<file path="src/common/dfp_regs.svh">
// register offsets, reset values, field positions and timing for the fan drive block
`ifndef DFP_REGS_SVH
`define DFP_REGS_SVH

// ----------------------------------------------------------------
// register offsets
// ----------------------------------------------------------------
`define DFP_ADDR_MAIN_CONFIG 8'h20
`define DFP_ADDR_ALERT_ALLOW 8'h29
`define DFP_ADDR_INVERT 8'h2A
`define DFP_ADDR_DRIVE_TYPE 8'h2B
`define DFP_ADDR_BASE_FREQ 8'h2D
`define DFP_ADDR_DRIVE1 8'h30
`define DFP_ADDR_DIVIDER1 8'h31
`define DFP_ADDR_CONTROL1 8'h32
`define DFP_ADDR_DRIVE2 8'h40
`define DFP_ADDR_DIVIDER2 8'h41
`define DFP_ADDR_CONTROL2 8'h42

// ----------------------------------------------------------------
// reset values
// ----------------------------------------------------------------
`define DFP_RST_MAIN_CONFIG 8'h40
`define DFP_RST_ZERO 8'h00
`define DFP_RST_DIVIDER 8'h01
`define DFP_RST_CONTROL 8'h2B

// ----------------------------------------------------------------
// field positions
// ----------------------------------------------------------------
`define DFP_ALERT_BLOCK_BIT 7
`define DFP_CLOSED_LOOP_BIT 7
`define DFP_SCALE_HI 6
`define DFP_SCALE_LO 5
`define DFP_EDGES_HI 4
`define DFP_EDGES_LO 3
`define DFP_INTERVAL_HI 2
`define DFP_INTERVAL_LO 0

// ----------------------------------------------------------------
// timing
// ----------------------------------------------------------------
`define DFP_CLK_PERIOD_NS 5
`define DFP_CLK_HZ 200000000
`define DFP_BASE_F0_HZ 26000
`define DFP_BASE_F1_HZ 19531
`define DFP_BASE_F2_HZ 4882
`define DFP_BASE_F3_HZ 2441
`define DFP_PWM_STEPS 255
`define DFP_UPDATE_UNIT_MS 100
`define DFP_UPDATE_UNIT_CYC ((`DFP_UPDATE_UNIT_MS * 1000000) / `DFP_CLK_PERIOD_NS)

`endif

</file>
<file path="src/common/dfp_pkg.sv">
// types shared by the fan drive block
package dfp_pkg;

    typedef enum logic [3:0] {
        DFP_BUS_IDLE = 4'h0,
        DFP_BUS_ADDR = 4'h1,
        DFP_BUS_ADDR_ACK = 4'h3,
        DFP_BUS_CMD = 4'h2,
        DFP_BUS_CMD_ACK = 4'h6,
        DFP_BUS_WDATA = 4'h7,
        DFP_BUS_WDATA_ACK = 4'h5,
        DFP_BUS_RDATA = 4'h4,
        DFP_BUS_RDATA_ACK = 4'hC
    } dfp_bus_st_t;

    typedef struct packed {
        logic scl;
        logic sda;
        dfp_bus_st_t st;
        logic [3:0] bcnt;
        logic [7:0] sh;
        logic [7:0] ptr;
        logic rw;
        logic host_ack;
        logic sda_oe_b;
        logic [7:0] main_cfg;
        logic [1:0] allow;
        logic [1:0] invert;
        logic [1:0] push_pull;
        logic [3:0] base_sel;
        logic [1:0][7:0] drive;
        logic [1:0][7:0] divider;
        logic [1:0][7:0] control;
        logic alert_b;
    } dfp_top_t;

    typedef struct packed {
        logic [8:0] pre;
        logic [7:0] dcnt;
        logic [7:0] step;
        logic pin;
        logic oe_b;
    } dfp_pwm_t;

    typedef struct packed {
        logic [24:0] unit_cnt;
        logic [4:0] units;
        logic tick;
    } dfp_tick_t;

endpackage

</file>
<file path="src/rtl/dfp_pwm_chan.sv">
// one pwm output channel: base prescaler, divider, duty compare and pin driver
`timescale 1ns/1ps
`include "dfp_regs.svh"
module dfp_pwm_chan
    import dfp_pkg::*;
(
    input wire logic clk_i,
    input wire logic rst_b_i,
    input wire logic [7:0] value_i,
    input wire logic [7:0] div_i,
    input wire logic [1:0] base_sel_i,
    input wire logic invert_i,
    input wire logic push_pull_i,
    output logic pin_o,
    output logic pin_oe_b_o
);

    localparam logic [8:0] PRE0 = 9'(`DFP_CLK_HZ / (`DFP_BASE_F0_HZ * `DFP_PWM_STEPS) - 1);
    localparam logic [8:0] PRE1 = 9'(`DFP_CLK_HZ / (`DFP_BASE_F1_HZ * `DFP_PWM_STEPS) - 1);
    localparam logic [8:0] PRE2 = 9'(`DFP_CLK_HZ / (`DFP_BASE_F2_HZ * `DFP_PWM_STEPS) - 1);
    localparam logic [8:0] PRE3 = 9'(`DFP_CLK_HZ / (`DFP_BASE_F3_HZ * `DFP_PWM_STEPS) - 1);
    localparam logic [7:0] LAST_STEP = 8'(`DFP_PWM_STEPS - 1);

    dfp_pwm_t q, d;
    logic [8:0] pre_lim;
    logic [7:0] div_eff;
    logic level;

    always_comb begin
        d = q;
        // base frequency decode
        case (base_sel_i)
            2'h0: pre_lim = PRE0;
            2'h1: pre_lim = PRE1;
            2'h2: pre_lim = PRE2;
            default: pre_lim = PRE3;
        endcase
        // zero divider acts as one
        div_eff = (div_i == 8'h00) ? 8'h01 : div_i;
        // divider stretches every step
        if (q.pre >= pre_lim) begin
            d.pre = 9'h000;
            if (q.dcnt >= div_eff - 8'h01) begin
                d.dcnt = 8'h00;
                d.step = (q.step >= LAST_STEP) ? 8'h00 : q.step + 8'h01;
            end else begin
                d.dcnt = q.dcnt + 8'h01;
            end
        end else begin
            d.pre = q.pre + 9'h001;
        end
        // duty compare and polarity
        level = (q.step < value_i) ^ invert_i;
        // open drain releases when high
        if (push_pull_i) begin
            d.pin = level;
            d.oe_b = 1'b0;
        end else begin
            d.pin = 1'b0;
            d.oe_b = level;
        end
    end

    always_ff @(posedge clk_i or negedge rst_b_i) begin
        if (!rst_b_i) begin
            q <= '{pre: 9'h000, dcnt: 8'h00, step: 8'h00, pin: 1'b0, oe_b: 1'b1};
        end else begin
            q <= d;
        end
    end

    assign pin_o = q.pin;
    assign pin_oe_b_o = q.oe_b;
endmodule // dfp_pwm_chan

</file>
<file path="src/rtl/dfp_update_tick.sv">
// update interval timer: one pulse per selected interval
`timescale 1ns/1ps
`include "dfp_regs.svh"
module dfp_update_tick
    import dfp_pkg::*;
#(
    parameter int unsigned UNIT_CYCLES = `DFP_UPDATE_UNIT_CYC
) (
    input wire logic clk_i,
    input wire logic rst_b_i,
    input wire logic [2:0] sel_i,
    output logic tick_o
);

    dfp_tick_t q, d;
    logic [4:0] units_lim;

    always_comb begin
        d = q;
        d.tick = 1'b0;
        // interval in 100 ms units
        case (sel_i)
            3'h0: units_lim = 5'h01;
            3'h1: units_lim = 5'h02;
            3'h2: units_lim = 5'h03;
            3'h3: units_lim = 5'h04;
            3'h4: units_lim = 5'h05;
            3'h5: units_lim = 5'h08;
            3'h6: units_lim = 5'h0C;
            default: units_lim = 5'h10;
        endcase
        if (q.unit_cnt >= 25'(UNIT_CYCLES - 1)) begin
            d.unit_cnt = 25'h0000000;
            if (q.units + 5'h01 >= units_lim) begin
                d.units = 5'h00;
                d.tick = 1'b1;
            end else begin
                d.units = q.units + 5'h01;
            end
        end else begin
            d.unit_cnt = q.unit_cnt + 25'h0000001;
        end
    end

    always_ff @(posedge clk_i or negedge rst_b_i) begin
        if (!rst_b_i) begin
            q <= '{unit_cnt: 25'h0000000, units: 5'h00, tick: 1'b0};
        end else begin
            q <= d;
        end
    end

    assign tick_o = q.tick;
endmodule // dfp_update_tick

</file>
<file path="src/rtl/dfp_fan_drive.sv">
// dual fan pwm drive: serial register slave, alert gating, closed-loop stepping
//
// Functional notes
// allowed channel error asserts alert
// disallowed channel error keeps alert quiet
// normal polarity: 00h is 0%, FFh 100%
// inverted polarity: 00h is 100%, FFh 0%
// output type bit: open drain or push-pull
// base select fields per channel in one register
// base select picks one of four frequencies
// final frequency is base over divider
// divider zero behaves as one
// drive readback returns applied value
// closed loop discards drive writes
// duty equals value over 255
// control bit 7 selects closed loop
// scale field multiplies tach target
// edges field selects edges per turn
// interval field sets update period
// one step per update interval
// host rescales target for pole mismatch
// global block bit silences alert
// reset restores register defaults
`timescale 1ns/1ps
`include "dfp_regs.svh"
module dfp_fan_drive
    import dfp_pkg::*;
#(
    parameter logic [6:0] BUS_ADDR = 7'h10,
    parameter int unsigned UPDATE_UNIT_CYCLES = `DFP_UPDATE_UNIT_CYC
) (
    input wire logic clk_i,
    input wire logic rst_b_i,
    input wire logic smb_clk_i,
    input wire logic smb_data_i,
    output logic smb_data_o,
    output logic smb_data_oe_b_o,
    output logic alert_b_o,
    input wire logic [1:0] fan_error_i,
    input wire logic [7:0] fan_step_i,
    input wire logic [1:0][15:0] tach_count_i,
    input wire logic [1:0][15:0] tach_target_i,
    output logic [1:0] pwm_o,
    output logic [1:0] pwm_oe_b_o,
    output logic [1:0][1:0] tach_edges_o
);

    dfp_top_t q, d;
    logic [1:0] tick;
    logic scl_rise, scl_fall, bus_start, bus_stop;
    logic [7:0] rd_data;
    logic [1:0] drive_wr;
    logic [8:0] sum;
    logic [18:0] tgt_eff;

    // ----------------------------------------------------------------
    // per-channel pwm and update timers
    // ----------------------------------------------------------------
    genvar g;
    generate
        for (g = 0; g < 2; g = g + 1) begin : g_chan
            dfp_pwm_chan u_pwm (
                .clk_i(clk_i),
                .rst_b_i(rst_b_i),
                .value_i(q.drive[g]),
                .div_i(q.divider[g]),
                .base_sel_i(q.base_sel[2*g+1 -: 2]),
                .invert_i(q.invert[g]),
                .push_pull_i(q.push_pull[g]),
                .pin_o(pwm_o[g]),
                .pin_oe_b_o(pwm_oe_b_o[g])
            );
            dfp_update_tick #(
                .UNIT_CYCLES(UPDATE_UNIT_CYCLES)
            ) u_tick (
                .clk_i(clk_i),
                .rst_b_i(rst_b_i),
                .sel_i(q.control[g][`DFP_INTERVAL_HI:`DFP_INTERVAL_LO]),
                .tick_o(tick[g])
            );
        end
    endgenerate

    // ----------------------------------------------------------------
    // register readback
    // ----------------------------------------------------------------
    always_comb begin
        case (q.ptr)
            `DFP_ADDR_MAIN_CONFIG: rd_data = q.main_cfg;
            `DFP_ADDR_ALERT_ALLOW: rd_data = {6'h00, q.allow};
            `DFP_ADDR_INVERT: rd_data = {6'h00, q.invert};
            `DFP_ADDR_DRIVE_TYPE: rd_data = {6'h00, q.push_pull};
            `DFP_ADDR_BASE_FREQ: rd_data = {4'h0, q.base_sel};
            // applied drive is what reads back
            `DFP_ADDR_DRIVE1: rd_data = q.drive[0];
            `DFP_ADDR_DIVIDER1: rd_data = q.divider[0];
            `DFP_ADDR_CONTROL1: rd_data = q.control[0];
            `DFP_ADDR_DRIVE2: rd_data = q.drive[1];
            `DFP_ADDR_DIVIDER2: rd_data = q.divider[1];
            `DFP_ADDR_CONTROL2: rd_data = q.control[1];
            default: rd_data = 8'h00;
        endcase
    end

    // ----------------------------------------------------------------
    // next state
    // ----------------------------------------------------------------
    always_comb begin
        d = q;
        drive_wr = 2'b00;
        sum = 9'h000;
        tgt_eff = 19'h00000;
        d.scl = smb_clk_i;
        d.sda = smb_data_i;
        scl_rise = smb_clk_i && !q.scl;
        scl_fall = !smb_clk_i && q.scl;
        bus_start = smb_clk_i && q.scl && q.sda && !smb_data_i;
        bus_stop = smb_clk_i && q.scl && !q.sda && smb_data_i;

        case (q.st)
            DFP_BUS_IDLE: begin
                d.sda_oe_b = 1'b1;
            end
            DFP_BUS_ADDR, DFP_BUS_CMD, DFP_BUS_WDATA: begin
                if (scl_rise && q.bcnt < 4'h8) begin
                    d.sh = {q.sh[6:0], smb_data_i};
                    d.bcnt = q.bcnt + 4'h1;
                end else if (scl_fall && q.bcnt == 4'h8) begin
                    d.bcnt = 4'h0;
                    d.sda_oe_b = 1'b0;
                    if (q.st == DFP_BUS_ADDR) begin
                        if (q.sh[7:1] == BUS_ADDR) begin
                            d.rw = q.sh[0];
                            d.st = DFP_BUS_ADDR_ACK;
                        end else begin
                            d.sda_oe_b = 1'b1;
                            d.st = DFP_BUS_IDLE;
                        end
                    end else if (q.st == DFP_BUS_CMD) begin
                        d.ptr = q.sh;
                        d.st = DFP_BUS_CMD_ACK;
                    end else begin
                        d.st = DFP_BUS_WDATA_ACK;
                        case (q.ptr)
                            `DFP_ADDR_MAIN_CONFIG: d.main_cfg = q.sh;
                            `DFP_ADDR_ALERT_ALLOW: d.allow = q.sh[1:0];
                            `DFP_ADDR_INVERT: d.invert = q.sh[1:0];
                            `DFP_ADDR_DRIVE_TYPE: d.push_pull = q.sh[1:0];
                            `DFP_ADDR_BASE_FREQ: d.base_sel = q.sh[3:0];
                            `DFP_ADDR_DRIVE1: drive_wr[0] = 1'b1;
                            `DFP_ADDR_DIVIDER1: d.divider[0] = q.sh;
                            `DFP_ADDR_CONTROL1: d.control[0] = q.sh;
                            `DFP_ADDR_DRIVE2: drive_wr[1] = 1'b1;
                            `DFP_ADDR_DIVIDER2: d.divider[1] = q.sh;
                            `DFP_ADDR_CONTROL2: d.control[1] = q.sh;
                            default: d.st = DFP_BUS_WDATA_ACK;
                        endcase
                    end
                end
            end
            DFP_BUS_ADDR_ACK, DFP_BUS_CMD_ACK, DFP_BUS_WDATA_ACK: begin
                if (scl_fall) begin
                    d.sda_oe_b = 1'b1;
                    d.bcnt = 4'h0;
                    if (q.st == DFP_BUS_ADDR_ACK && q.rw) begin
                        // first read bit goes out on this same fall
                        d.sda_oe_b = rd_data[7];
                        d.sh = {rd_data[6:0], 1'b0};
                        d.bcnt = 4'h1;
                        d.st = DFP_BUS_RDATA;
                    end else if (q.st == DFP_BUS_ADDR_ACK) begin
                        d.st = DFP_BUS_CMD;
                    end else begin
                        if (q.st == DFP_BUS_WDATA_ACK) begin
                            d.ptr = q.ptr + 8'h01;
                        end
                        d.st = DFP_BUS_WDATA;
                    end
                end
            end
            DFP_BUS_RDATA: begin
                if (scl_fall) begin
                    if (q.bcnt == 4'h8) begin
                        d.sda_oe_b = 1'b1;
                        d.st = DFP_BUS_RDATA_ACK;
                    end else begin
                        d.sda_oe_b = q.sh[7];
                        d.sh = {q.sh[6:0], 1'b0};
                        d.bcnt = q.bcnt + 4'h1;
                    end
                end
            end
            DFP_BUS_RDATA_ACK: begin
                if (scl_rise) begin
                    d.host_ack = !smb_data_i;
                end else if (scl_fall) begin
                    if (q.host_ack) begin
                        d.ptr = q.ptr + 8'h01;
                        d.st = DFP_BUS_ADDR_ACK;
                    end else begin
                        d.st = DFP_BUS_IDLE;
                    end
                end
            end
            default: begin
                d.st = DFP_BUS_IDLE;
                d.sda_oe_b = 1'b1;
            end
        endcase
        if (bus_start) begin
            d.st = DFP_BUS_ADDR;
            d.bcnt = 4'h0;
            d.sda_oe_b = 1'b1;
        end else if (bus_stop) begin
            d.st = DFP_BUS_IDLE;
            d.sda_oe_b = 1'b1;
        end

        for (int i = 0; i < 2; i++) begin
            // direct writes only outside closed loop
            if (!q.control[i][`DFP_CLOSED_LOOP_BIT]) begin
                if (drive_wr[i]) begin
                    d.drive[i] = q.sh;
                end
            end else if (tick[i]) begin
                // scaled target, host matches edges
                tgt_eff = 19'(tach_target_i[i]) <<
                    q.control[i][`DFP_SCALE_HI:`DFP_SCALE_LO];
                // one step per interval
                if (19'(tach_count_i[i]) > tgt_eff) begin
                    sum = {1'b0, q.drive[i]} + {1'b0, fan_step_i};
                    d.drive[i] = sum[8] ? 8'hFF : sum[7:0];
                end else if (19'(tach_count_i[i]) < tgt_eff) begin
                    d.drive[i] = (q.drive[i] < fan_step_i) ? 8'h00 : q.drive[i] - fan_step_i;
                end
            end
        end

        // alert gating
        d.alert_b = !((|(fan_error_i & q.allow)) && !q.main_cfg[`DFP_ALERT_BLOCK_BIT]);
    end

    // ----------------------------------------------------------------
    // state register
    // ----------------------------------------------------------------
    // reset defaults
    always_ff @(posedge clk_i or negedge rst_b_i) begin
        if (!rst_b_i) begin
            q.scl <= 1'b1;
            q.sda <= 1'b1;
            q.st <= DFP_BUS_IDLE;
            q.bcnt <= 4'h0;
            q.sh <= 8'h00;
            q.ptr <= 8'h00;
            q.rw <= 1'b0;
            q.host_ack <= 1'b0;
            q.sda_oe_b <= 1'b1;
            q.main_cfg <= `DFP_RST_MAIN_CONFIG;
            q.allow <= 2'h0;
            q.invert <= 2'h0;
            q.push_pull <= 2'h0;
            q.base_sel <= 4'h0;
            q.drive <= {`DFP_RST_ZERO, `DFP_RST_ZERO};
            q.divider <= {`DFP_RST_DIVIDER, `DFP_RST_DIVIDER};
            q.control <= {`DFP_RST_CONTROL, `DFP_RST_CONTROL};
            q.alert_b <= 1'b1;
        end else begin
            q <= d;
        end
    end

    // open drain data line: only the enable moves
    assign smb_data_o = 1'b0;
    assign smb_data_oe_b_o = q.sda_oe_b;
    assign alert_b_o = q.alert_b;
    // edges field handed to tach counters
    assign tach_edges_o[0] = q.control[0][`DFP_EDGES_HI:`DFP_EDGES_LO];
    assign tach_edges_o[1] = q.control[1][`DFP_EDGES_HI:`DFP_EDGES_LO];
endmodule // dfp_fan_drive

</file>
<file path="config.mk">
export PLATFORM = sky130hd
export DESIGN_NAME = dfp_fan_drive
export DESIGN_NICKNAME = d
export VERILOG_FILES = /design/src/common/dfp_pkg.sv /design/src/rtl/dfp_pwm_chan.sv /design/src/rtl/dfp_update_tick.sv /design/src/rtl/dfp_fan_drive.sv
export VERILOG_INCLUDE_DIRS = /design/src /design/src/common
export SDC_FILE = /design/constraint.sdc
export NUM_CORES = 1
export LEC_CHECK = 0
export BUFFER_PORTS_ARGS = -buffer_cell sky130_fd_sc_hd__buf_4
export CORE_MARGIN = 2
export CORE_UTILIZATION = 45
export DETAILED_ROUTE_END_ITERATION = 10
export PLACE_DENSITY_LB_ADDON = 0.05
export SYNTH_ARGS = -nofsm -noshare
export SYNTH_HDL_FRONTEND = slang
export SYNTH_SLANG_ARGS = --single-unit
</file>
<file path="constraint.sdc">
create_clock -name clk_i -period 3.2 [get_ports clk_i]
set_input_delay 0.64 -clock clk_i [delete_from_list [all_inputs] [get_ports clk_i]]
set_output_delay 0.64 -clock clk_i [all_outputs]
set_load 0.03 [all_outputs]
</file>
==> flow_summary.rst, run 1 <==
.. list-table::
   :header-rows: 1

   * - Metric
     - Value
   * - Peak supply drop
     - roughly 0.00049 V
   * - Number of primary I/O pins
     - between 80 and 90
   * - Post-synth net total
     - 1975
   * - Die span in x
     - 191.9 um
   * - Grt total ovfl
     - 0
   * - Kind of end point of the critical path
     - flip-flop
   * - Initial Util
     - 45.88%
   * - Antenna violations before repair
     - 0
   * - Die area
     - 36830 um2
   * - Number of port buffers
     - 87
   * - Placer's final routability congestion estimate
     - 0.8680
   * - Pins Over Slew Limit
     - 0
   * - Max-slew headroom
     - 49.04%
   * - Routed Wire Length
     - a little over 40000 um
   * - Register clock-pin slew on the reported worst setup and hold paths
     - ~60 ps
   * - Post-DR vias/cell
     - 5.706
   * - Endpoint arrival time on the critical path
     - 3560 ps
   * - R2R Path Start
     - q[14]
   * - Highest Clock Rate
     - 322.2 MHz
   * - Post-layout power
     - 7.233 mW
   * - Count of routing violations after the opening detailed-route iteration
     - 819
   * - Fin cells
     - 2310
   * - Type of the worst setup path
     - reg -> reg
   * - Max-cap violations
     - 0
   * - Routed length per instance
     - 17.78 um
   * - Cell types occupying the most area after synthesis
     - dfrtp_1 (31%), ha_1 (12%), mux2_2 (4.5%)
   * - Post-route design area
     - 18380 um2
   * - Root buffer selected by CTS
     - clkbuf_16
   * - CTS max path bufs
     - 3
   * - Most frequent cell on the critical path
     - buf_4
   * - Number of distinct library cells after synthesis
     - 100
   * - Ant diodes
     - 0
   * - Register-to-register path setup slack
     - around 96 ps
   * - Setup violation total in the final timing report
     - 0
   * - Setup total negative slack
     - 0 ps
   * - Number of levels the H-tree was split into
     - 1
   * - Antenna-violating nets left
     - 0
   * - Hold_buf cts
     - 0
   * - Die Y-Extent
     - 191.9 um
   * - Fin nets
     - a little over 2000
   * - Cell Pwr Density
     - a little under 400 nW/um2
   * - CTS tree
     - built
   * - Number of global-route vias before repair
     - 12680
   * - Highest fanout seen on the critical path
     - 6
   * - Largest stage delay on the critical path
     - 550 ps
   * - Number of hold-slack violations in the final timing report
     - 0
   * - Met1 layer wirelength in the final routing
     - 19480 um
   * - Final critical path time including I/O delays and setup
     - 3104 ps
   * - Beginning of the critical path
     - q[14]
   * - Floorplan row count
     - 68
   * - Routed met2 length
     - 18720 um
   * - Synthesized flop and latch total
     - 212
   * - Slowest cell on the critical path
     - dfstp_2
   * - Final worst-path cycle share
     - a little over nine tenths
   * - Utilization of the core after routing
     - 53.07%
   * - Number of detailed-route iterations in the first pass
     - 5
   * - Total length of routed met3 wires
     - 2254 um
   * - Number of warnings issued by yosys
     - 0
   * - Avg Inst Size Synth
     - around 9 um2
   * - Outcome
     - completed
   * - Async set-or-reset flop fraction in the synthesized netlist
     - 100.0%
   * - Area growth, synth to finish
     - 15.66%
   * - Uppermost routed layer
     - met4
   * - Routed vias
     - 13180
   * - Post-detailed-placement half-perimeter wirelength
     - 30780 um
   * - Placeable Area
     - 34630 um2
   * - Setup slack at placement
     - -97.16 ps
   * - Number of instances in the synthesized netlist
     - approximately 1700
   * - Share of final-layout standard cells stronger than drive strength 1
     - 18.92%
   * - Number of enable flip-flop cells after synthesis
     - 0
   * - Static leakage power
     - around 8.3 nW
   * - Data required time at the worst endpoint
     - 3650 ps
   * - Fraction of post-synthesis cell area in the top cell type by area
     - 30.71%
   * - Area of the mapped netlist
     - 15890 um2
   * - Slew of the pin with the lowest slew margin
     - between 700 and 800 ps
   * - DP Cell Count
     - 2251
   * - Cell-by-cell listing of the critical path
     - clkinvlp_4 -> buf_4 -> mux2i_1 -> inv_1 -> ha_4 -> nand4_1 -> or3_4 -> o21bai_4 -> o31a_1 -> buf_4 -> a22o_1 -> o31ai_4 -> o31ai_2
   * - CTS buffer count
     - 27
   * - GR Util All Layers
     - 22.56%
   * - Sinks on Clock Net
     - 212
   * - Final Hold Slack
     - 38.37 ps
   * - Remaining design rule violation count
     - 0
   * - Largest net degree at the start of global routing
     - 70
   * - RSZ-0062 raised after global routing
     - yes
   * - End of the worst register-to-register path
     - q[46]
   * - Last element of the critical path
     - q[46]
   * - Clock latency reported for the late side of the worst-skew pair
     - about 550 ps
   * - Top FF cell, synth
     - dfrtp_1
   * - Register area share after synthesis
     - 33.52%
   * - DP Area
     - roughly 17000 um2
   * - Cell type contributing the most total cell area after synthesis
     - dfrtp_1
   * - Worst-case reg-to-reg path depth
     - 13
   * - Worst Hold Class
     - in -> async
   * - Type of element launching the critical path
     - flip-flop
   * - Final clock skew
     - ~22 ps
   * - First-pass GRT wire length
     - 67150 um
   * - Final worst-path setup slack
     - between 90 and 100 ps
kinds of logic after synthesis:
group                      synth area share (%)
muxes                                     8.182
xor gates and xnor gates                  4.402
and+or+nand+nor                           18.73
DFF                                       33.52
adders and majority gates                 12.47
other                                   0.02360
AOI/OAI and AO/OA                         17.47
buffers and inverters                     5.205
synth_stat cells, types with 20 or more instances:
| master | count |
|---|---|
| dfrtp_1 | 195 |
| ha_1 | 152 |
| nor2_1 | 152 |
| inv_1 | 110 |
| nand2_1 | 105 |
| nand3_1 | 90 |
| a21oi_1 | 79 |
| o21ai_0 | 73 |
| mux2_2 | 64 |
| xnor2_1 | 40 |
| xor2_1 | 38 |
| clkbuf_1 | 37 |
| mux2i_1 | 35 |
| and3_1 | 33 |
| nand2b_1 | 27 |
| nor3_1 | 27 |
| a21o_1 | 26 |
| nand4_1 | 25 |
| nor2b_1 | 23 |
| o21ai_1 | 21 |
| o31ai_1 | 21 |
| a31oi_1 | 20 |
cell type report:
type,instances,area [um2]
Timing Repair Buffer,144,1171
Tap cell,455,569.3
Multi-Input combinational cell,1340,9940
Clock buffer,42,802.0
Fill cell,3128,16250
Sequential cell,212,5329
Inverter,110,416.7
Clock inverter,7,150.1
sequential cells by signal (all words and copies together) (netlist names):
register	flops
q	90
g_chan.u_tick.q	60
g_chan.u_pwm.q	50
tach_edges_o	4
g_chan.u_pwm.pin_o	2
g_chan.u_pwm.pin_oe_b_o	2
g_chan.u_tick.tick_o	2
alert_b_o	1
smb_data_oe_b_o	1
critical path, delay by kind of cell, from the launching register on:
family,cells,cell delay [ps]
AOI/OAI and AO/OA,5,930
adders and majority gates,1,280
buffers and inverters,4,590
DFF,1,550
muxes,1,130
and+or+nand+nor,2,530
cell usage in the layout, fill, tap and decap left out, types with 26 or more instances in the layout:
cell type  instances
nand2_1          104
buf_4            135
nand2b_1          27
ha_1             149
and3_1            33
xor2_1            38
nor2_1           151
dfrtp_1          193
a21oi_1           78
inv_1            108
mux2i_1           34
a21o_1            26
o21ai_0           71
nand3_1           88
clkbuf_16         27
nor3_1            27
xnor2_1           40
mux2_2            63
metal layers:
metal | global-route usage [%] | vias to the layer above
met3 | 3.453 | 44
met5 | 0 | -
met2 | 36.07 | 301
li1 | - | 6493
met1 | 32.35 | 6344
met4 | 4.586 | 0
timing repair:
action,in CTS,in global routing
hold endpoints to repair,0,0
buffers inserted,3,7
gates resized for setup,0,40
cloned,0,0
endpoints found under the setup margin,7,34
pin swaps,0,11
power by group:
group          switching [mW]  leakage [nW]  internal (mW)
clock                    1.20         0.467           2.04
sequential              0.245          2.73           2.75
combinational           0.559          5.10          0.435
total                    2.00          8.30           5.23
worst min-delay path by stage:
stage,startpoint,to
floorplan,rst_b_i,g_chan[0].u_pwm.pin_o
global placement,g_chan[1].u_tick.q[6],g_chan[1].u_tick.q[6]
detailed placement,g_chan[1].u_tick.q[6],g_chan[1].u_tick.q[6]
CTS,rst_b_i,g_chan[0].u_pwm.q[24]
global route,rst_b_i,g_chan[0].u_pwm.q[24]
finish,rst_b_i,g_chan[0].u_pwm.q[24]
(Power assumes the default switching activity.)
==> run 2: changes to the inputs <==
GPL_TIMING_DRIVEN = 0   (was default)
==> run 2 against run 1 <==
The run now ends with setup timing left. Clock-buffer cell count fell by 6. Non-clock buffer count rose by 47. Sequential power fell by 5%. Sequential share of layout area fell by 0.67 points. Worst setup slack got worse by 110 ps. Register-to-register slack got worse by 110 ps. Critical endpoint is now q[36].
==> flow_summary.rst, run 2 (synthesis gave the netlist of run 1 again) <==
.. list-table::
   :header-rows: 1

   * - Metric
     - Value
   * - Post-route design area
     - 18830 um2 (+2.5%)
   * - Final critical path time including I/O delays and setup
     - 3214 ps (+109.8 ps)
   * - Worst Hold Class
     - in -> async
   * - Clk pwr share
     - 45.3% (+0.5 points)
   * - Commonest non-fill, non-tap cell in the layout
     - dfrtp_1
   * - Largest stage delay on the critical path
     - 590 ps (+40 ps)
   * - Slew of the pin with the lowest slew margin
     - 1166 ps (+401.7 ps)
   * - Sinks on Clock Net
     - 212 (unchanged)
   * - Highest fanout seen on the critical path
     - 5 (-1)
   * - Static leakage power
     - 8.507 nW (+2.5%)
   * - Register clock-pin slew on the reported worst setup and hold paths
     - 60 ps (about the same)
   * - Largest register FFs
     - 90 (unchanged)
   * - Number of hold-slack violations in the final timing report
     - 0 (unchanged)
   * - Grt total ovfl
     - 0 (unchanged)
   * - Worst-case reg-to-reg path depth
     - 13 (unchanged)
   * - Internal Power
     - 5.327 mW (+1.9%)
   * - Biggest regs
     - q (90), g_chan.u_tick.q (60), g_chan.u_pwm.q (50)
   * - Pins Over Slew Limit
     - 0 (unchanged)
   * - Number of primary I/O pins
     - 89 (unchanged)
   * - Die span in x
     - 191.9 um (unchanged)
   * - First-pass GRT wire length
     - 68350 um (+1.8%)
   * - Remaining design rule violation count
     - 0 (unchanged)
   * - Number of port buffers
     - 87 (unchanged)
   * - Data required time at the worst endpoint
     - 3670 ps (+20 ps)
   * - Number of global-route vias before repair
     - 12940 (+2.1%)
   * - Register bank with the most flops
     - q
   * - Outcome
     - finished with violations
   * - RSZ-0062 raised after global routing
     - yes
   * - Switching fraction of total power
     - 27.88% (+0.16 points)
   * - Largest net degree at the start of global routing
     - 110 (+57%)
   * - Slowest cell on the critical path
     - dfstp_2
   * - Final worst-path cycle share
     - 100.4% (+3.4 points)
   * - CTS max path bufs
     - 3 (unchanged)
   * - Fin nets
     - 2116 (+2.3%)
   * - Combinational cell fraction of total power
     - 16.3% (+2.6 points)
   * - Antenna violations before repair
     - 1 (+1)
   * - Max-cap violations
     - 0 (unchanged)
   * - Placer's final routability congestion estimate
     - 0.8690 (+0.12%)
   * - Type of element launching the critical path
     - flip-flop
   * - Setup slack at placement
     - -769.0 ps (-671.8 ps)
   * - Peak supply drop
     - 0.0003774 V (-23%)
   * - Count of routing violations after the opening detailed-route iteration
     - 891 (+8.8%)
   * - Routed length per instance
     - 17.83 um (+0.26%)
   * - Clock latency reported for the late side of the worst-skew pair
     - 560 ps (about the same)
   * - Die area
     - 36830 um2 (unchanged)
   * - Share of final-layout standard cells stronger than drive strength 1
     - 21.28% (+2.4 points)
   * - Number of detailed-route iterations in the first pass
     - 5 (unchanged)
   * - Reported net switching power
     - 2.059 mW (+2.7%)
   * - Highest-count cells in the layout ignoring fill and taps
     - dfrtp_1 (189), nor2_1 (150), ha_1 (145)
   * - Setup total negative slack
     - -13.59 ps (-13.59 ps)
   * - Routed vias
     - 13390 (+1.6%)
   * - Type of the worst setup path
     - reg -> reg
   * - Antenna-violating nets left
     - 0 (unchanged)
   * - Area growth, synth to finish
     - 18.52%
   * - Setup violation total in the final timing report
     - 1 (+1)
   * - Number of levels the H-tree was split into
     - 1 (unchanged)
   * - Floorplan row count
     - 68 (unchanged)
   * - Highest Clock Rate
     - 311.2 MHz (-3.4%)
   * - DP Area
     - 17150 um2 (+0.18%)
   * - Hold_buf cts
     - 0 (unchanged)
   * - Flop pwr share
     - 38.4% (-3.0 points)
   * - Final worst-path setup slack
     - -13.59 ps (-109.8 ps)
   * - GR Util All Layers
     - 22.89% (+0.33 points)
   * - Violations in the final reports
     - setup timing
   * - Ant diodes
     - 0 (unchanged)
   * - CTS buffer count
     - 27 (unchanged)
   * - Die Y-Extent
     - 191.9 um (unchanged)
   * - Initial Util
     - 45.88% (unchanged)
   * - Routed Wire Length
     - 42040 um (+2.3%)
   * - Max-slew headroom
     - 21.67% (-27 points)
   * - Post-DR vias/cell
     - 5.679 (-0.48%)
   * - DP Cell Count
     - 2284 (+1.5%)
   * - Cell Pwr Density
     - 392.2 nW/um2 (-0.36%)
   * - Post-detailed-placement half-perimeter wirelength
     - 31060 um (+0.92%)
   * - Placeable Area
     - 34630 um2 (unchanged)
   * - Root buffer selected by CTS
     - clkbuf_16
   * - Endpoint arrival time on the critical path
     - 3680 ps (+120 ps)
   * - CTS tree
     - built
   * - Final clock skew
     - 20.94 ps (-1.232 ps)
   * - Kind of end point of the critical path
     - flip-flop
   * - Register-to-register path setup slack
     - -10 ps (-110 ps)
   * - Fin cells
     - 2358 (+2.1%)
   * - Cell-by-cell listing of the critical path
     - buf_12 -> mux4_2 -> inv_2 -> ha_4 -> nand3_2 -> or2_4 -> a211o_1 -> a31oi_4 -> buf_6 -> a31oi_4 -> buf_6 -> o21a_1 -> o31ai_1
## run 2: cell count changes in the layout (fill, tap and decap cells not counted), sizes merged
cell / change
clkinv: +3
inv: +1
clkinvlp: +2
buf: +16
bufinv: +1
clkbuf: +25
## run 2: final cells by class
type / instances / area, um2
inverters: 110 / 412.9
fillers: 3170 / 15800
clock buffers: 36 / 769.5
repair buffers: 114 / 905.9
well taps: 455 / 569.3
plain buffers: 77 / 504.2
multi-input cells: 1340 / 10110
flip-flops and latches: 212 / 5334
clock inverters: 14 / 221.5
## run 2: power by group through the flow
stage	Clock (mW)	Combinational, mW	Sequential, mW
2_1_floorplan	0	0.712	2.86
3_3_place_gp	0	1.12	2.88
3_5_place_dp	0	1.14	2.89
4_1_cts	3.43	1.17	2.84
5_1_grt	3.56	1.32	2.85
6_report	3.35	1.20	2.84
## run 2: what timing repair did
| action | in CTS | in global routing |
|---|---|---|
| gates resized for setup | 42 | 83 |
| cloned | 1 | 2 |
| pin swaps | 8 | 21 |
| setup buffers | 12 | 11 |
| setup endpoints to repair | 48 | 54 |
## run 2: worst max-delay path, delay by kind of cell (launching register included)
| kind | cells | cell delay (ps) |
|---|---|---|
| and+or+nand+nor | 2 | 340 |
| adders and majority gates | 1 | 130 |
| muxes | 1 | 500 |
| DFF | 1 | 590 |
| buffers and inverters | 4 | 560 |
| AOI/OAI and AO/OA | 5 | 1010 |
## run 2: path summary, 6_finish.rpt
| kind | start | endpoint |
|---|---|---|
| worst max-delay path | q[6] | q[36] |
| worst max register to register | q[6] | q[36] |
| max in group asynchronous | rst_b_i | q[95] |
| min in group clk_i | smb_clk_i | q[95] |
| worst min-delay path | rst_b_i | g_chan[1].u_pwm.q[25] |
| worst min register to register | g_chan[1].u_tick.q[6] | g_chan[1].u_tick.q[6] |
## run 2: per-layer routing
| layer | part of all wire [%] | global-route usage [%] | routed length, um | vias up |
|---|---|---|---|---|
| li1 | - | - | - | 6595 |
| met1 | 47 | 32.54 | 19770 | 6473 |
| met2 | 46 | 37.28 | 19500 | 274 |
| met3 | 5.3 | 3.490 | 2212 | 47 |
| met4 | 1.3 | 3.905 | 545 | 2 |
| met5 | 0.031 | 0 | 13 | - |
## run 2: stage by stage
step                      hold WS, ps  power, mW  utilization [%]
after floorplan                 344.4      3.568                -
after detailed placement        446.3      4.025            49.52
after global placement          444.1      4.006            49.42
after global routing            211.0      7.731            54.38
after CTS                       177.6      7.432            53.12
final                           144.1      7.386            54.38
==> run 3: changes to the inputs <==
==> constraint.sdc (replaced) <==
create_clock -name clk_i -period 3.4 [get_ports clk_i]
set_input_delay 0 -clock clk_i [delete_from_list [all_inputs] [get_ports clk_i]]
set_output_delay 0 -clock clk_i [all_outputs]
set_load 0.03 [all_outputs]
==> run 3 against run 2 <==
The flow now finishes without violations. Sequential share of layout area rose by 0.74 points. Non-clock buffer count fell by 10. Register-to-register slack improved by 170 ps. Largest cell class unchanged. Die area did not move. First-iteration DRC count fell by 2.8%. Clock skew fell by 3.4 ps. Flip-flop and latch count did not move. Critical endpoint is now q[33]. Combinational power fell by 8%. Global-route usage barely moved.
==> flow_summary.rst, run 3 (synthesis gave the netlist of run 1 again) <==
.. list-table::
   :header-rows: 1

   * - Metric
     - Value
   * - Final worst-path cycle share
     - 95.43% (-5.0 points)
   * - Highest fanout seen on the critical path
     - 10 (+5)
   * - CTS tree
     - built
   * - Reg area
     - 5328 um2 (-0.12%)
   * - Met1 layer usage reported by global route
     - 32.07% (-0.47 points)
   * - Type of element launching the critical path
     - flip-flop
   * - Share of final-layout standard cells stronger than drive strength 1
     - 18.17% (-3.1 points)
   * - Routed vias
     - 13330 (-0.43%)
   * - Ant diodes
     - 0 (unchanged)
   * - Final clock skew
     - 17.54 ps (-3.394 ps)
   * - Placer's final routability congestion estimate
     - 0.8840 (+1.7%)
   * - Number of levels the H-tree was split into
     - 1 (unchanged)
   * - Routed Wire Length
     - 41980 um (-0.13%)
   * - DP Cell Count
     - 2284 (unchanged)
   * - Initial Util
     - 45.88% (unchanged)
   * - Clock latency reported for the late side of the worst-skew pair
     - 560 ps (about the same)
   * - Biggest regs
     - q (90), g_chan.u_tick.q (60), g_chan.u_pwm.q (50)
   * - Fin nets
     - 2106 (-0.47%)
   * - Global route hottest layer
     - met2
   * - Worst Hold Class
     - in -> reg
   * - Endpoint arrival time on the critical path
     - 3690 ps (about the same)
   * - Utilization of the core after routing
     - 52.93% (-1.5 points)
   * - Cell Pwr Density
     - 360.9 nW/um2 (-8.0%)
   * - Number of primary I/O pins
     - 89 (unchanged)
   * - CTS buffer count
     - 27 (unchanged)
   * - Final critical path time including I/O delays and setup
     - 3245 ps (+31.20 ps)
   * - Max-cap violations
     - 0 (unchanged)
   * - Slew of the pin with the lowest slew margin
     - 1251 ps (+85.05 ps)
   * - Routing usage on met2
     - 36.99% (-0.29 points)
   * - Die span in x
     - 191.9 um (unchanged)
   * - Setup slack at placement
     - -789.7 ps (-20.69 ps)
   * - Register clock-pin slew on the reported worst setup and hold paths
     - 60 ps (about the same)
   * - Largest register FFs
     - 90 (unchanged)
   * - Routed length per instance
     - 17.88 um (+0.30%)
   * - Outcome
     - completed
   * - Setup violation total in the final timing report
     - 0 (-1)
   * - Peak supply drop
     - 0.0004146 V (+9.9%)
   * - Fin cells
     - 2348 (-0.42%)
   * - Multi-input combinational cell area
     - 9862 um2 (-2.5%)
   * - Commonest non-fill, non-tap cell in the layout
     - dfrtp_1
   * - CTS max path bufs
     - 3 (unchanged)
   * - Post-DR vias/cell
     - 5.678 (about the same)
   * - Root buffer selected by CTS
     - clkbuf_16
   * - Met3 track utilization from global routing
     - 3.654% (+0.16 points)
   * - Number of detailed-route iterations in the first pass
     - 5 (unchanged)
   * - Max-slew headroom
     - 15.95% (-5.7 points)
   * - DP Area
     - 17150 um2 (about the same)
   * - Filler Cell Count
     - 3243 (+2.3%)
   * - Type of the worst setup path
     - reg -> reg
   * - Number of global-route vias before repair
     - 12880 (-0.51%)
   * - Die area
     - 36830 um2 (unchanged)
   * - Count of routing violations after the opening detailed-route iteration
     - 866 (-2.8%)
   * - Antenna violations before repair
     - 0 (-1)
   * - Final worst-path setup slack
     - 155.2 ps (+168.8 ps)
   * - Number of hold-slack violations in the final timing report
     - 0 (unchanged)
   * - Sinks on Clock Net
     - 212 (unchanged)
   * - Static leakage power
     - 8.323 nW (-2.2%)
   * - Highest-count cells in the layout ignoring fill and taps
     - dfrtp_1 (194), ha_1 (152), nor2_1 (151)
   * - Grt total ovfl
     - 0 (unchanged)
   * - Data required time at the worst endpoint
     - 3850 ps (+180 ps)
   * - Number of port buffers
     - 87 (unchanged)
   * - Register bank with the most flops
     - q
   * - Antenna-violating nets left
     - 0 (unchanged)
   * - First-pass GRT wire length
     - 67780 um (-0.84%)
   * - Remaining design rule violation count
     - 0 (unchanged)
   * - Post-route design area
     - 18330 um2 (-2.7%)
   * - Largest net degree at the start of global routing
     - 112 (+1.8%)
   * - GR Util All Layers
     - 22.93% (+0.041 points)
   * - Placeable Area
     - 34630 um2 (unchanged)
   * - Kind of end point of the critical path
     - flip-flop
   * - Highest Clock Rate
     - 308.2 MHz (-0.96%)
   * - Pins Over Slew Limit
     - 0 (unchanged)
   * - Post-detailed-placement half-perimeter wirelength
     - 31000 um (-0.20%)
   * - Die Y-Extent
     - 191.9 um (unchanged)
   * - Floorplan row count
     - 68 (unchanged)
   * - Area growth, synth to finish
     - 15.36%
-- run 3: final timing paths --
| check | start | endpoint | slack [ps] | cells past startpoint |
|---|---|---|---|---|
| setup / recovery | q[6] | q[33] | 160 | 12 |
| hold / removal | fan_step_i[0] | q[41] | 40 | 4 |
| setup reg to reg | q[6] | q[33] | 160 | 12 |
| hold reg to reg | g_chan[1].u_tick.q[6] | g_chan[1].u_tick.q[6] | 470 | 1 |
| max in group asynchronous | rst_b_i | q[7] | 2230 | 3 |
| min in group asynchronous | rst_b_i | g_chan[1].u_pwm.q[23] | 130 | 2 |
-- run 3: layout make-up --
class	count	share of cell area [%]
flip-flops and latches	212	29.07
repair buffers	105	4.540
clock buffers	36	3.980
clock inverters	14	0.8055
multi-input cells	1340	53.81
plain buffers	76	2.444
inverters	110	2.253
well taps	455	3.106
-- run 3: layer usage --
metal / wire, um / up-vias / part of all wire [%]
li1: - / 6575 / -
met1: 19560 / 6427 / 47
met2: 19180 / 283 / 46
met3: 2413 / 48 / 5.7
met4: 830 / 0 / 2.0
met5: 0 / - / 0
-- run 3: where the power goes --
group          internal, mW  switching [mW]
registers              2.59          0.0793
clock network          1.67            1.18
logic                 0.426           0.670
-- run 3: critical path: stages (launching register included) --
cell and delay (ps):
dfstp_2 560, buf_8 160, mux4_2 490, inv_1 70
ha_1 130, nand3_1 80, or2_4 260, a211o_1 320
a31oi_4 280, buf_6 180, a31oi_2 100, clkdlybuf4s15_2 290
a31o_1 220
-- run 3: through the flow --
step	total power, mW	TNS (ps)	hold WS (ps)
2_1_floorplan	3.358	0	-295.6
3_3_place_gp	3.773	-8917	148.3
3_5_place_dp	3.790	-9733	148.7
4_1_cts	6.700	0	9.022
5_1_grt	6.948	-18.72	45.95
6_report	6.615	0	35.85
-- run 3: what timing repair did --
item | CTS | global route
setup endpoints to repair | 29 | 43
gates cloned | 0 | 1
endpoints found under the hold margin | 114 | 0
hold buffers | 5 | 0
resized for setup | 21 | 30
pin swaps | 1 | 7
setup buffers | 0 | 11
